## src/srac_pkg.sv

```systemverilog
// Package with register map, field positions and constants of the SMBus range and control block.
package srac_pkg;

  // ==========================================
  // Register indices and byte addresses
  // ==========================================
  localparam int unsigned SRAC_ADDR_W = 8;
  localparam logic [SRAC_ADDR_W-1:0] SRAC_IDX_RANGE_UPPER = 8'h07;
  localparam logic [SRAC_ADDR_W-1:0] SRAC_IDX_SMB_CTRL = 8'h08;
  localparam logic [SRAC_ADDR_W-1:0] SRAC_ADDR_RANGE_UPPER = 8'h1C;
  localparam logic [SRAC_ADDR_W-1:0] SRAC_ADDR_SMB_CTRL = 8'h20;
  localparam logic [SRAC_ADDR_W-1:0] SRAC_ADDR_PRIMARY = 8'h40;
  localparam logic [SRAC_ADDR_W-1:0] SRAC_ADDR_SECOND = 8'h44;
  localparam logic [SRAC_ADDR_W-1:0] SRAC_ADDR_LOW_TIMEOUT = 8'h48;
  localparam logic [SRAC_ADDR_W-1:0] SRAC_ADDR_OWN_CTRL = 8'h4C;
  localparam logic [SRAC_ADDR_W-1:0] SRAC_ADDR_IRQ_STATUS = 8'h50;
  localparam logic [SRAC_ADDR_W-1:0] SRAC_ADDR_IRQ_MASK = 8'h54;
  localparam logic [SRAC_ADDR_W-1:0] SRAC_ADDR_MATCH_STATUS = 8'h58;

  // ==========================================
  // Control and status field positions
  // ==========================================
  localparam int unsigned SMB_FAST_ACK = 7;
  localparam int unsigned SMB_ALERT_EN = 6;
  localparam int unsigned SMB_SECOND_EN = 5;
  localparam int unsigned SMB_TCK_SEL = 4;
  localparam int unsigned SMB_SCL_LOW_TIMEOUT_FLAG = 3;
  localparam int unsigned SMB_IDLE_TF = 2;
  localparam int unsigned SMB_CHDL_TF = 1;
  localparam int unsigned SMB_CHDL_IE = 0;
  localparam logic [7:0] SMB_RESET = 8'h00;
  localparam logic [7:0] SMB_SW_MASK = 8'hF1;

  localparam int unsigned OWN_TRANSMIT_ACK_VALUE = 0;
  localparam int unsigned OWN_RANGE_MODE = 1;

  localparam int unsigned IRQ_W = 5;
  localparam int unsigned IRQ_SCL_LOW_TIMEOUT_FLAG = 0;
  localparam int unsigned IRQ_CHDL = 1;
  localparam int unsigned IRQ_IDLE = 2;
  localparam int unsigned IRQ_MATCH = 3;
  localparam int unsigned IRQ_ACK_REQ = 4;

  // ==========================================
  // Address matching and timing
  // ==========================================
  localparam logic [6:0] SRAC_ALERT_RESPONSE_ADDR = 7'h0C;
  localparam logic [6:0] SRAC_ADDR_ZERO = 7'h00;
  localparam int unsigned SRAC_PRESCALE_DIV = 64;
  localparam int unsigned SRAC_PRESCALE_W = 6;
  localparam logic [SRAC_PRESCALE_W-1:0] SRAC_PRESCALE_LAST = 6'(SRAC_PRESCALE_DIV - 1);
  localparam int unsigned SRAC_HIGH_SHIFT = 9;
  localparam int unsigned SRAC_TO_W = 16;
  localparam int unsigned SRAC_NUM_TO = 3;
  localparam int unsigned TO_SCL_LOW = 0;
  localparam int unsigned TO_BUS_IDLE = 1;
  localparam int unsigned TO_CHDL = 2;

  localparam logic [1:0] AXI_RESP_OKAY = 2'b00;
  localparam logic [1:0] AXI_RESP_DECERR = 2'b11;

  typedef enum logic [1:0] {
    SRAC_ACK_IDLE = 2'b00,
    SRAC_ACK_WAIT_SW = 2'b01,
    SRAC_ACK_SEND = 2'b11
  } srac_ack_state_t;

endpackage

```

## src/srac_timeout_counter.sv

```systemverilog
// Saturating tick counter that flags a line condition lasting beyond a limit.
`timescale 1ns/1ps
module srac_timeout_counter
  import srac_pkg::*;
(
  input wire logic aclk,
  input wire logic aresetn,
  input wire logic tick,
  input wire logic cond,
  input wire logic enable,
  input wire logic [SRAC_TO_W-1:0] limit,
  output logic expired
);

  logic [SRAC_TO_W-1:0] count;
  wire at_max = &count;
  wire over_limit = count > limit;

  // ==========================================
  // Counter
  // ==========================================
  // The count restarts whenever the condition breaks, so only an unbroken stretch is measured.
  always_ff @(posedge aclk) begin
    if (!aresetn) begin
      count <= '0;
    end else if (!cond || !enable) begin
      count <= '0;
    end else if (tick && !at_max) begin
      count <= count + 1'b1;
    end
  end

  always_ff @(posedge aclk) begin
    if (!aresetn) begin
      expired <= 1'b0;
    end else begin
      expired <= enable && cond && over_limit;
    end
  end

endmodule // srac_timeout_counter

```

## src/srac_range_smbus.sv

```systemverilog
// SMBus address matching, acknowledge control and timeout flags behind an AXI4-Lite slave.
`timescale 1ns/1ps

// Notes on behaviour
// - Range register holds a seven-bit slave address in bits seven to one.
// - A nonzero range register value enables it for address matching.
// - In range mode the range register is the upper address bound.
// - Range register bit zero reads zero and ignores writes.
// - Bus idle flag sets when both lines stay high beyond the high timeout.
// - Without fast acknowledge, the stored acknowledge value answers the next received byte.
// - With fast acknowledge, software writes zero for ACK, one for NACK per byte.
// - Alert enable turns alert response address matching on or off.
// - Second address enable turns matching of the second address on or off.
// - Timeout clock select: zero counts at clock over 64, one at full clock.
// - Idle flag is read-only, uses low timeout value over 512, clears itself.
// - Low timeout flag clears by writing one; zero low timeout disables detection.
module srac_range_smbus
  import srac_pkg::*;
(
  input wire logic aclk,
  input wire logic aresetn,
  input wire logic [SRAC_ADDR_W-1:0] s_axi_awaddr,
  input wire logic [2:0] s_axi_awprot,
  input wire logic s_axi_awvalid,
  output logic s_axi_awready,
  input wire logic [31:0] s_axi_wdata,
  input wire logic [3:0] s_axi_wstrb,
  input wire logic s_axi_wvalid,
  output logic s_axi_wready,
  output logic [1:0] s_axi_bresp,
  output logic s_axi_bvalid,
  input wire logic s_axi_bready,
  input wire logic [SRAC_ADDR_W-1:0] s_axi_araddr,
  input wire logic [2:0] s_axi_arprot,
  input wire logic s_axi_arvalid,
  output logic s_axi_arready,
  output logic [31:0] s_axi_rdata,
  output logic [1:0] s_axi_rresp,
  output logic s_axi_rvalid,
  input wire logic s_axi_rready,
  input wire logic scl_in,
  input wire logic sda_in,
  input wire logic [6:0] rx_address,
  input wire logic rx_address_valid,
  input wire logic rx_byte_done,
  output logic address_match,
  output logic [3:0] match_kind,
  output logic ack_valid,
  output logic ack_nack,
  output logic irq
);

  // ==========================================
  // Register state
  // ==========================================
  logic [6:0] range_slave_address;
  logic [7:0] smbus_control_status;
  logic [6:0] primary_address;
  logic [6:0] second_address;
  logic [SRAC_TO_W-1:0] low_timeout_value;
  logic transmit_ack_value;
  logic range_match_mode;
  logic [IRQ_W-1:0] irq_status;
  logic [IRQ_W-1:0] irq_mask;
  logic [6:0] last_match_address;

  logic aw_held;
  logic w_held;
  logic [SRAC_ADDR_W-1:0] aw_addr;
  logic [31:0] w_data;
  logic [3:0] w_strb;

  // ==========================================
  // AXI4-Lite handshakes
  // ==========================================
  assign s_axi_awready = !aw_held && !s_axi_bvalid;
  assign s_axi_wready = !w_held && !s_axi_bvalid;
  assign s_axi_arready = !s_axi_rvalid;

  wire aw_take = s_axi_awvalid && s_axi_awready;
  wire w_take = s_axi_wvalid && s_axi_wready;
  wire wr_fire = aw_held && w_held && !s_axi_bvalid;
  wire rd_fire = s_axi_arvalid && s_axi_arready;

  always_ff @(posedge aclk) begin
    if (!aresetn) begin
      aw_held <= 1'b0;
      aw_addr <= '0;
    end else if (aw_take) begin
      aw_held <= 1'b1;
      aw_addr <= s_axi_awaddr;
    end else if (wr_fire) begin
      aw_held <= 1'b0;
    end
  end

  always_ff @(posedge aclk) begin
    if (!aresetn) begin
      w_held <= 1'b0;
      w_data <= '0;
      w_strb <= '0;
    end else if (w_take) begin
      w_held <= 1'b1;
      w_data <= s_axi_wdata;
      w_strb <= s_axi_wstrb;
    end else if (wr_fire) begin
      w_held <= 1'b0;
    end
  end

  // ==========================================
  // Write decode
  // ==========================================
  wire wr_lane0 = wr_fire && w_strb[0];
  wire wr_lane1 = wr_fire && w_strb[1];
  wire wr_range = wr_lane0 && (aw_addr == SRAC_ADDR_RANGE_UPPER);
  wire wr_smb = wr_lane0 && (aw_addr == SRAC_ADDR_SMB_CTRL);
  wire wr_primary = wr_lane0 && (aw_addr == SRAC_ADDR_PRIMARY);
  wire wr_second = wr_lane0 && (aw_addr == SRAC_ADDR_SECOND);
  wire wr_low_sel = aw_addr == SRAC_ADDR_LOW_TIMEOUT;
  wire wr_own = wr_lane0 && (aw_addr == SRAC_ADDR_OWN_CTRL);
  wire wr_irq_status = wr_lane0 && (aw_addr == SRAC_ADDR_IRQ_STATUS);
  wire wr_irq_mask = wr_lane0 && (aw_addr == SRAC_ADDR_IRQ_MASK);
  wire wr_mapped = (aw_addr == SRAC_ADDR_RANGE_UPPER) || (aw_addr == SRAC_ADDR_SMB_CTRL) ||
                   (aw_addr == SRAC_ADDR_PRIMARY) || (aw_addr == SRAC_ADDR_SECOND) || wr_low_sel ||
                   (aw_addr == SRAC_ADDR_OWN_CTRL) || (aw_addr == SRAC_ADDR_IRQ_STATUS) ||
                   (aw_addr == SRAC_ADDR_IRQ_MASK) || (aw_addr == SRAC_ADDR_MATCH_STATUS);

  always_ff @(posedge aclk) begin
    if (!aresetn) begin
      s_axi_bvalid <= 1'b0;
      s_axi_bresp <= AXI_RESP_OKAY;
    end else if (wr_fire) begin
      s_axi_bvalid <= 1'b1;
      s_axi_bresp <= wr_mapped ? AXI_RESP_OKAY : AXI_RESP_DECERR;
    end else if (s_axi_bready) begin
      s_axi_bvalid <= 1'b0;
    end
  end

  // Bit zero of the written byte is dropped, so the range field only takes bits seven to one.
  always_ff @(posedge aclk) begin
    if (!aresetn) begin
      range_slave_address <= SRAC_ADDR_ZERO;
      primary_address <= SRAC_ADDR_ZERO;
      second_address <= SRAC_ADDR_ZERO;
      irq_mask <= '0;
    end else begin
      if (wr_range) begin
        range_slave_address <= w_data[7:1];
      end
      if (wr_primary) begin
        primary_address <= w_data[7:1];
      end
      if (wr_second) begin
        second_address <= w_data[7:1];
      end
      if (wr_irq_mask) begin
        irq_mask <= w_data[IRQ_W-1:0];
      end
    end
  end

  always_ff @(posedge aclk) begin
    if (!aresetn) begin
      low_timeout_value <= '0;
      transmit_ack_value <= 1'b0;
      range_match_mode <= 1'b0;
    end else begin
      if (wr_low_sel && wr_lane0) begin
        low_timeout_value[7:0] <= w_data[7:0];
      end
      if (wr_low_sel && wr_lane1) begin
        low_timeout_value[15:8] <= w_data[15:8];
      end
      if (wr_own) begin
        transmit_ack_value <= w_data[OWN_TRANSMIT_ACK_VALUE];
        range_match_mode <= w_data[OWN_RANGE_MODE];
      end
    end
  end

  // ==========================================
  // Timeout prescaler and counters
  // ==========================================
  logic [SRAC_PRESCALE_W-1:0] prescale;
  wire fast_clock = smbus_control_status[SMB_TCK_SEL];
  wire to_tick = fast_clock || (prescale == SRAC_PRESCALE_LAST);

  always_ff @(posedge aclk) begin
    if (!aresetn) begin
      prescale <= '0;
    end else begin
      prescale <= prescale + 1'b1;
    end
  end

  wire low_enabled = |low_timeout_value;
  wire [SRAC_TO_W-1:0] high_limit = low_timeout_value >> SRAC_HIGH_SHIFT;
  wire [SRAC_NUM_TO-1:0] to_cond = {scl_in && !sda_in, scl_in && sda_in, !scl_in};
  wire [SRAC_TO_W-1:0] to_limit [SRAC_NUM_TO];
  logic [SRAC_NUM_TO-1:0] to_expired;
  logic [SRAC_NUM_TO-1:0] to_expired_d;

  assign to_limit[TO_SCL_LOW] = low_timeout_value;
  assign to_limit[TO_BUS_IDLE] = high_limit;
  assign to_limit[TO_CHDL] = high_limit;

  genvar gi;
  generate
    for (gi = 0; gi < SRAC_NUM_TO; gi++) begin : g_timeout
      srac_timeout_counter u_counter (
        .aclk(aclk),
        .aresetn(aresetn),
        .tick(to_tick),
        .cond(to_cond[gi]),
        .enable(low_enabled),
        .limit(to_limit[gi]),
        .expired(to_expired[gi])
      );
    end
  endgenerate

  always_ff @(posedge aclk) begin
    if (!aresetn) begin
      to_expired_d <= '0;
    end else begin
      to_expired_d <= to_expired;
    end
  end

  wire [SRAC_NUM_TO-1:0] to_rise = to_expired & ~to_expired_d;

  // ==========================================
  // SMBus control and status register
  // ==========================================
  // Sticky flags take a new timeout even in the cycle software clears them.
  wire [7:0] smb_wdata = w_data[7:0];
  wire next_scl_low_timeout_flag = to_rise[TO_SCL_LOW] ||
                   (smbus_control_status[SMB_SCL_LOW_TIMEOUT_FLAG] && !(wr_smb && smb_wdata[SMB_SCL_LOW_TIMEOUT_FLAG]));
  wire next_chdl = to_rise[TO_CHDL] ||
                   (smbus_control_status[SMB_CHDL_TF] && !(wr_smb && smb_wdata[SMB_CHDL_TF]));

  always_ff @(posedge aclk) begin
    if (!aresetn) begin
      smbus_control_status <= SMB_RESET;
    end else begin
      if (wr_smb) begin
        smbus_control_status[SMB_FAST_ACK] <= smb_wdata[SMB_FAST_ACK];
        smbus_control_status[SMB_ALERT_EN] <= smb_wdata[SMB_ALERT_EN];
        smbus_control_status[SMB_SECOND_EN] <= smb_wdata[SMB_SECOND_EN];
        smbus_control_status[SMB_TCK_SEL] <= smb_wdata[SMB_TCK_SEL];
        smbus_control_status[SMB_CHDL_IE] <= smb_wdata[SMB_CHDL_IE];
      end
      smbus_control_status[SMB_SCL_LOW_TIMEOUT_FLAG] <= next_scl_low_timeout_flag;
      smbus_control_status[SMB_IDLE_TF] <= to_expired[TO_BUS_IDLE];
      smbus_control_status[SMB_CHDL_TF] <= next_chdl;
    end
  end

  // ==========================================
  // Address matching
  // ==========================================
  wire range_active = range_slave_address != SRAC_ADDR_ZERO;
  wire in_range = (rx_address >= primary_address) && (rx_address <= range_slave_address);
  wire hit_primary = rx_address == primary_address;
  wire hit_range = range_active && (range_match_mode ? in_range : (rx_address == range_slave_address));
  wire hit_alert = smbus_control_status[SMB_ALERT_EN] && (rx_address == SRAC_ALERT_RESPONSE_ADDR);
  wire hit_second = smbus_control_status[SMB_SECOND_EN] && (rx_address == second_address);
  wire [3:0] hit_vector = {hit_second, hit_alert, hit_range, hit_primary};
  wire any_hit = |hit_vector;

  always_ff @(posedge aclk) begin
    if (!aresetn) begin
      address_match <= 1'b0;
      match_kind <= '0;
      last_match_address <= SRAC_ADDR_ZERO;
    end else begin
      address_match <= rx_address_valid && any_hit;
      if (rx_address_valid && any_hit) begin
        match_kind <= hit_vector;
        last_match_address <= rx_address;
      end
    end
  end

  // ==========================================
  // Acknowledge control
  // ==========================================
  srac_ack_state_t ack_state;
  srac_ack_state_t next_ack_state;
  logic ack_value;
  logic next_ack_value;
  wire fast_ack = smbus_control_status[SMB_FAST_ACK];

  // Fast mode holds the bus decision until software writes its verdict for this byte.
  always_comb begin
    next_ack_state = ack_state;
    next_ack_value = ack_value;
    case (ack_state)
      SRAC_ACK_IDLE: begin
        if (rx_byte_done && fast_ack) begin
          next_ack_state = SRAC_ACK_WAIT_SW;
        end else if (rx_byte_done) begin
          next_ack_state = SRAC_ACK_SEND;
          next_ack_value = transmit_ack_value;
        end
      end
      SRAC_ACK_WAIT_SW: begin
        if (wr_own) begin
          next_ack_state = SRAC_ACK_SEND;
          next_ack_value = w_data[OWN_TRANSMIT_ACK_VALUE];
        end
      end
      SRAC_ACK_SEND: begin
        next_ack_state = SRAC_ACK_IDLE;
      end
      default: begin
        next_ack_state = SRAC_ACK_IDLE;
      end
    endcase
  end

  always_ff @(posedge aclk) begin
    if (!aresetn) begin
      ack_state <= SRAC_ACK_IDLE;
      ack_value <= 1'b0;
    end else begin
      ack_state <= next_ack_state;
      ack_value <= next_ack_value;
    end
  end

  always_ff @(posedge aclk) begin
    if (!aresetn) begin
      ack_valid <= 1'b0;
      ack_nack <= 1'b0;
    end else begin
      ack_valid <= next_ack_state == SRAC_ACK_SEND;
      ack_nack <= next_ack_value;
    end
  end

  // ==========================================
  // Interrupts
  // ==========================================
  wire [IRQ_W-1:0] irq_event;
  assign irq_event[IRQ_SCL_LOW_TIMEOUT_FLAG] = to_rise[TO_SCL_LOW];
  assign irq_event[IRQ_CHDL] = to_rise[TO_CHDL];
  assign irq_event[IRQ_IDLE] = to_rise[TO_BUS_IDLE];
  assign irq_event[IRQ_MATCH] = rx_address_valid && any_hit;
  assign irq_event[IRQ_ACK_REQ] = (ack_state == SRAC_ACK_IDLE) && (next_ack_state == SRAC_ACK_WAIT_SW);

  wire [IRQ_W-1:0] irq_clear = wr_irq_status ? w_data[IRQ_W-1:0] : '0;

  always_ff @(posedge aclk) begin
    if (!aresetn) begin
      irq_status <= '0;
      irq <= 1'b0;
    end else begin
      irq_status <= irq_event | (irq_status & ~irq_clear);
      irq <= |(irq_status & irq_mask) ||
             (smbus_control_status[SMB_CHDL_TF] && smbus_control_status[SMB_CHDL_IE]);
    end
  end

  // ==========================================
  // Read path
  // ==========================================
  wire [SRAC_ADDR_W-1:0] ra = s_axi_araddr;
  wire rd_mapped = (ra == SRAC_ADDR_RANGE_UPPER) || (ra == SRAC_ADDR_SMB_CTRL) ||
                   (ra == SRAC_ADDR_PRIMARY) || (ra == SRAC_ADDR_SECOND) || (ra == SRAC_ADDR_LOW_TIMEOUT) ||
                   (ra == SRAC_ADDR_OWN_CTRL) || (ra == SRAC_ADDR_IRQ_STATUS) ||
                   (ra == SRAC_ADDR_IRQ_MASK) || (ra == SRAC_ADDR_MATCH_STATUS);
  wire [31:0] rd_mux =
    (ra == SRAC_ADDR_RANGE_UPPER) ? {24'h00_0000, range_slave_address, 1'b0} :
    (ra == SRAC_ADDR_SMB_CTRL) ? {24'h00_0000, smbus_control_status} :
    (ra == SRAC_ADDR_PRIMARY) ? {24'h00_0000, primary_address, 1'b0} :
    (ra == SRAC_ADDR_SECOND) ? {24'h00_0000, second_address, 1'b0} :
    (ra == SRAC_ADDR_LOW_TIMEOUT) ? {16'h0000, low_timeout_value} :
    (ra == SRAC_ADDR_OWN_CTRL) ? {30'h0000_0000, range_match_mode, transmit_ack_value} :
    (ra == SRAC_ADDR_IRQ_STATUS) ? {27'h000_0000, irq_status} :
    (ra == SRAC_ADDR_IRQ_MASK) ? {27'h000_0000, irq_mask} :
    (ra == SRAC_ADDR_MATCH_STATUS) ? {16'h0000, ack_state, 2'b00, match_kind, 1'b0, last_match_address} :
    32'h0000_0000;

  always_ff @(posedge aclk) begin
    if (!aresetn) begin
      s_axi_rvalid <= 1'b0;
      s_axi_rdata <= '0;
      s_axi_rresp <= AXI_RESP_OKAY;
    end else if (rd_fire) begin
      s_axi_rvalid <= 1'b1;
      s_axi_rdata <= rd_mux;
      s_axi_rresp <= rd_mapped ? AXI_RESP_OKAY : AXI_RESP_DECERR;
    end else if (s_axi_rready) begin
      s_axi_rvalid <= 1'b0;
    end
  end

endmodule // srac_range_smbus

```

## config.mk

```make
export PLATFORM = sky130hd
export DESIGN_NAME = srac_range_smbus
export DESIGN_NICKNAME = d
export VERILOG_FILES = /design/src/srac_pkg.sv /design/src/srac_timeout_counter.sv /design/src/srac_range_smbus.sv
export SDC_FILE = /design/constraint.sdc
export NUM_CORES = 1
export LEC_CHECK = 0
export ABC_AREA = 1
export BUFFER_PORTS_ARGS = -buffer_cell sky130_fd_sc_hd__buf_2
export CAP_MARGIN = 30
export CORE_AREA = 2 2 168 211
export CTS_CLUSTER_SIZE = 10
export DETAILED_ROUTE_END_ITERATION = 6
export DIE_AREA = 0 0 170 213
export MAX_ROUTING_LAYER = met4
export SLEW_MARGIN = 30
export SYNTH_ARGS = -nofsm -noshare
export SYNTH_HDL_FRONTEND = slang
export SYNTH_SLANG_ARGS = --single-unit
```

## constraint.sdc

```tcl
create_clock -name aclk -period 4.2 [get_ports aclk]
set_input_delay 0.42 -clock aclk [delete_from_list [all_inputs] [get_ports aclk]]
set_output_delay 0.42 -clock aclk [all_outputs]
set_load 0.01 [all_outputs]
```

# Word level (Yosys, flattened, before mapping)
# Index checks and enable logic that the tools add are counted.
word_totals:
  register_bits: 200
  input_bits: 76
classes:
  addsub: 4
  magnitude_cmp: 5
  eq_ne: 29
  muxes: 28
  bitwise_logic: 7
  n_reduce_logical: 95
op_table:
  columns: ["op", "count"]
  rows:
  - ["$mux W16", 9]
  - ["$eq A8 B7 Y1 const B", 14]
  - ["$add A16 B1 Y16 const B", 3]
  - ["$reduce_and A16 Y1", 3]
  - ["$logic_and A1 B1 Y1", 41]
  - ["$gt A16 B7 Y1", 2]
  - ["$logic_or A1 B1 Y1", 23]
  - ["$eq A7 B7 Y1", 3]
  - ["$eq A8 B5 Y1 const B", 2]
  - ["$eq A8 B6 Y1 const B", 2]
  - ["$gt A16 B16 Y1", 1]
  - ["$reduce_or A16 Y1", 1]
  - ["$logic_not A1 Y1", 14]
  - ["$mux W1", 11]
  - ["$and A5 B5 Y5", 2]
  - ["$mux W2", 5]
  - ["$reduce_bool A2 Y1", 5]
  - ["$eq A7 B4 Y1 const B", 1]
  - ["$ge A7 B7 Y1", 1]
  - ["$le A7 B7 Y1", 1]
  - ["$reduce_bool A7 Y1", 1]
  - ["$add A6 B1 Y6 const B", 1]
  - ["$eq A6 B6 Y1 const B", 1]
  - ["$ne A2 B2 Y1 const B", 3]
  - ["other kinds (15)", 18]

# Depth between registers and ports, before layout
depth:
  ltp_word: 10
  ltp_mapped: 15

# Hierarchy
# A second synthesis with hierarchy kept.
unflattened:
  hier_cells: 1527
  area_unflattened_um2: 10512.6
by_module_without_submodules:
  columns: ["module", "instances", "cells_each", "area_each_um2", "seq_area_each_um2"]
  rows:
  - ["srac_range_smbus", 1, 864, 6180.9, 2602.5]
  - ["srac_timeout_counter", 3, 221, 1443.9, 340.3]

# Least setup slack after synthesis
# OpenSTA, ideal clock, no wires.
synth_path:
  kind: "input port to flip-flop"
  startpoint: "input port rx_address[6]"
  endpoint: "register irq_status[3]"
  setup_ns: 0.071
  arrival_ns: 1.713
  setup_slack_ns: 2.416
  stages: 13
  n_path_buf: 1
  path_cell_list: "ha_1 nand2_1 inv_1 a21oi_1 nand2_1 nand2_1 nand2_1 nand2_1 nand4_1 nand2_4 buf_6 inv_1 a21oi_1"
synth_between:
  elab_chain_len: 7
synth_lines:
  columns: ["element", "line", "rtl"]
  rows:
  - ["start: declaration", "srac_range_smbus.sv:43", "input wire logic [6:0] rx_address,"]
  - ["$ge A7 B7 Y1 or $le A7 B7 Y1 (tied branches)", "srac_range_smbus.sv:265", "wire in_range = (rx_address >= primary_address) && (rx_address <= range_slave_address);"]
  - ["$logic_and A1 B1 Y1", "srac_range_smbus.sv:265", null]
  - ["$mux W1", "srac_range_smbus.sv:267", "wire hit_range = range_active && (range_match_mode ? in_range : (rx_address == range_slave_address));"]
  - ["$logic_and A1 B1 Y1", "srac_range_smbus.sv:267", null]
  - ["$reduce_or A4 Y1 *", "srac_range_smbus.sv:271", "wire any_hit = |hit_vector;"]
  - ["$logic_and A1 B1 Y1 *", "srac_range_smbus.sv:351", "assign irq_event[IRQ_MATCH] = rx_address_valid && any_hit;"]
  - ["$or A5 B5 Y5 *", "srac_range_smbus.sv:361", "irq_status <= irq_event | (irq_status & ~irq_clear);"]
  - ["end signal: assignment", "srac_range_smbus.sv:361", null]
  - ["end: declaration", "srac_range_smbus.sv:63", "logic [IRQ_W-1:0] irq_status;"]
# Mark *: on every way between the ends. The rest lies on a longest branch, timed or not.
# A chain may end at the register's enable or synchronous reset.

# Worst setup path after layout
layout_path:
  startpoint: "register prescale[0]"
  endpoint: "register g_timeout[0].u_counter.count[7]"
layout_between:
  elab_chain_len: 3
layout_lines:
  columns: ["element", "line", "rtl"]
  rows:
  - ["start: declaration", "srac_range_smbus.sv:186", "logic [SRAC_PRESCALE_W-1:0] prescale;"]
  - ["start signal: assignment", "srac_range_smbus.sv:194", "prescale <= prescale + 1'b1;"]
  - ["$eq A6 B6 Y1", "srac_range_smbus.sv:188", "wire to_tick = fast_clock || (prescale == SRAC_PRESCALE_LAST);"]
  - ["$logic_or A1 B1 Y1", "srac_range_smbus.sv:188", null]
  - ["$logic_and A1 B1 Y1", "srac_timeout_counter.sv:28", "end else if (tick && !at_max) begin"]
  - ["end signal: assignment", "srac_timeout_counter.sv:29", "count <= count + 1'b1;"]
  - ["end: declaration", "srac_timeout_counter.sv:15", "logic [SRAC_TO_W-1:0] count;"]
# No other way between the ends.

==> metrics.md <==
| Metric | Value |
|---|---|
| Status | `complete, no violations` |
| Core area | `34200 um2` |
| Fin crit period | `2.33 ns` |
| Vias in the first global route | `8005` |
| # nets final | `1513` |
| Pint | `2740 uW` |
| Synth warn | `0` |
| VDD IR max | `0.278 mV` |
| Pwr Density | `343 nW/um2` |
| Combinational share of power | `6.9%` |
| CP Max Fanout | `11` |
| Tot GR Track Use | `14.9%` |
| Synth unique cells | `52` |
| Gpl congestion | `0.892` |
| HPWL after detailed placement | `19800 um` |
| Worst rel slew slack | `35.1%` |
| Cell area after synthesis | `9480 um2` |
| Vias/cell | `4.75` |
| Post-synth ARST share | `0%` |
| # clock sinks | `181` |
| Reg power frac | `47.9%` |
| Global-route wire length before repair | `41500 um` |
| Required @ worst endpoint | `4.52 ns` |
| #FFs+latches synth | `181` |
| CP arrival | `2.66 ns` |
| LEAKAGE | `0.00432 uW` |
| Die Y-Extent | `213 um` |
| Synth cell count leaders | `nand2_1, dfxtp_1, inv_1` |
| Post-synth top area share | `38.2%` |
| Syn Area/Cell | `7.19 um2` |
| Row count | `76` |
| Synth area leaders | `dfxtp_1, nand2_1, a21oi_1` |
| Syn-to-layout area delta | `14.1%` |
| Register area share after synthesis | `38.2%` |
| Clock root buffer | `clkbuf_16` |
| Max_cap viols | `0` |
| RSZ-0062 raised after global routing | `false` |
| Cts hold-fix bufs | `0` |
| Fin. Hold Viols | `0` |
| CTS clk-pin slew, worst paths | `0.07 ns` |
| Post-Route WL | `25900 um` |
| Boundary Pins | `125` |
| # port buffers | `84` |
| Setup Skew | `0.0101 ns` |
| Setup TNS | `0 ns` |
| CP endpoint kind | `flip-flop` |
| Wire per inst | `14.1 um` |
| Final worst slack | `1.87 ns` |
| Skew-Pair Late Insertion Delay | `0.43 ns` |
| Iter 0 DRT Violations | `506` |
| Max Buffers Root-to-Sink | `2` |
| Starting Density | `27.7%` |
| Switch Pwr | `968 uW` |
| Initial antenna violation count | `0` |
| Vias | `8689` |
| CTS buffer count | `17` |
| Largest net degree at the start of global routing | `89` |
| Clk pwr share | `45.2%` |
| Final setup vio count | `0` |
| Worst Hold Class | `in -> reg` |
| N_diodes | `0` |
| GRT overflow | `0` |
| Yosys top cell by area | `dfxtp_1` |
| Tcrit/Tclk final | `55.5%` |
| Final Max Tran Viols | `0` |
| Share of layout cells above drive strength 1 | `11.4%` |
| DRT antenna net count | `0` |
| Commonest register cell after synthesis | `dfxtp_1` |
| F_max | `0.429 GHz` |
| Post-route DRC | `0` |
| Setup CP Type | `reg -> reg` |
| Post-CTS sizing | `0` |
| Post-CTS Setup Bufs | `0` |
| DIE AREA | `36200 um2` |
| Router iterations before antenna repair | `5` |
| Maximum level of the CTS H-tree | `4` |
| CTS tree | `yes` |
| Chip width | `170 um` |
| Worst slew pin tran | `0.966 ns` |
| Sw Ratio | `26.1%` |
| Number of synthesized flops with an enable pin | `0` |
| Syn Inst Count | `1319` |
| DP Worst Slack | `1.90 ns` |
| CP Launch Type | `flip-flop` |
| Most frequent cell after synthesis | `nand2_1` |
power by group through the flow:
stage / logic [uW] / clock network [uW] / registers (uW)
detailed placement: 259 / 0 / 1820
floorplan: 176 / 0 / 1820
finish: 256 / 1680 / 1780
global route: 292 / 1780 / 1780
global placement: 255 / 0 / 1820
CTS: 260 / 1710 / 1780
per-layer routing:
metal	routed length (um)	part of all wire (%)	track usage (%)	vias to the layer above
met3	1000	3.9	2.15	44
met1	12000	46	18.3	3954
met2	12300	47	25.2	223
met4	655	2.5	4.92	0
li1	-	-	-	4468
met5	0	0	-	-
per-stage QoR:
stage	cells	utilization (%)	hold WS, ns	power [uW]	cell area, um2
after CTS	1831	31.6	0.241	3750	10800
after floorplan	1334	-	0.404	1990	9540
final	1831	31.6	0.245	3710	10800
after detailed placement	1799	29.8	0.415	2080	10200
after global routing	1831	31.6	0.244	3860	10800
after global placement	1799	29.8	0.414	2070	10200
critical path, stage by stage (launching register included):
cell      delay, ns
dfxtp_1        0.35
ha_1           0.22
nand4_2        0.16
o21bai_4       0.32
nand2_1        0.36
inv_2          0.25
nand3_2        0.12
nor2_1         0.22
nand3_1        0.11
nand2_1        0.07
nor2_1         0.04
path summary, 6_finish.rpt:
path	start	cells past startpoint	slack (ns)	end
min reg2reg	g_timeout[0].u_counter.expired$_SDFF_PN0_	2	0.43	to_expired_d[0]$_SDFF_PN0_
max	prescale[0]$_SDFF_PN0_	10	1.87	g_timeout[0].u_counter.count[7]$_SDFFE_PP0P_
max reg2reg	prescale[0]$_SDFF_PN0_	10	1.87	g_timeout[0].u_counter.count[7]$_SDFFE_PP0P_
min	s_axi_bready	4	0.24	s_axi_bvalid$_SDFFE_PN0P_
registers in the layout (all words and copies together) (netlist names), 2 cells and up:
| name | cells |
|---|---|
| w_data | 16 |
| irq_status | 5 |
| second_address | 7 |
| match_kind | 4 |
| g_timeout.u_counter.expired | 3 |
| s_axi_rdata | 16 |
| range_slave_address | 7 |
| primary_address | 7 |
| to_expired_d | 3 |
| prescale | 6 |
| aw_addr | 8 |
| smbus_control_status | 7 |
| g_timeout.u_counter.count | 48 |
| last_match_address | 7 |
| low_timeout_value | 16 |
| ack_state | 2 |
| w_strb | 2 |
| irq_mask | 5 |
cells by family after synthesis:
logic type | count (synthesis) | share of synthesized area (%)
xor gates and xnor gates | 22 | 2.03
adders and majority gates | 48 | 6.33
and+or+nand+nor | 583 | 28.2
buffers and inverters | 210 | 9.57
AOI/OAI and AO/OA | 274 | 15.6
other | 1 | 0.0395
DFF | 181 | 38.2
layout by cell type, fill, tap and decap left out, types with 3 or more instances in the layout:
master,synthesis,layout
inv_8,0,6
nor3_2,3,3
a21oi_1,128,128
nand3_2,3,3
nand4_1,27,27
o21ai_0,110,110
or3_1,3,3
conb_1,1,16
nor3_1,39,39
o21a_1,4,4
nand3_1,53,53
clkbuf_16,0,17
nor3b_1,8,8
buf_2,3,84
nor2_4,5,5
clkinv_1,3,3
o211ai_1,3,3
dfxtp_1,181,181
nand3b_1,4,4
inv_1,150,150
clkinv_4,0,3
xnor2_1,5,5
ha_1,48,48
xor2_1,17,17
nand2_4,3,3
nor4_1,10,10
nor2_1,141,141
a211oi_1,17,17
inv_2,6,6
nand2_2,3,3
nor3b_2,3,3
nor2_2,6,6
nand2_1,264,264
final cells by class:
cell class	instances	area, um2
tap	429	537
sequential	181	3620
multi-input combinational	943	5010
fill	3658	23400
clock buffer	17	425
clock inverter	15	186
timing repair buffer	86	435
inverter	160	603
No activity file was read; power rests on OpenSTA's default activity.
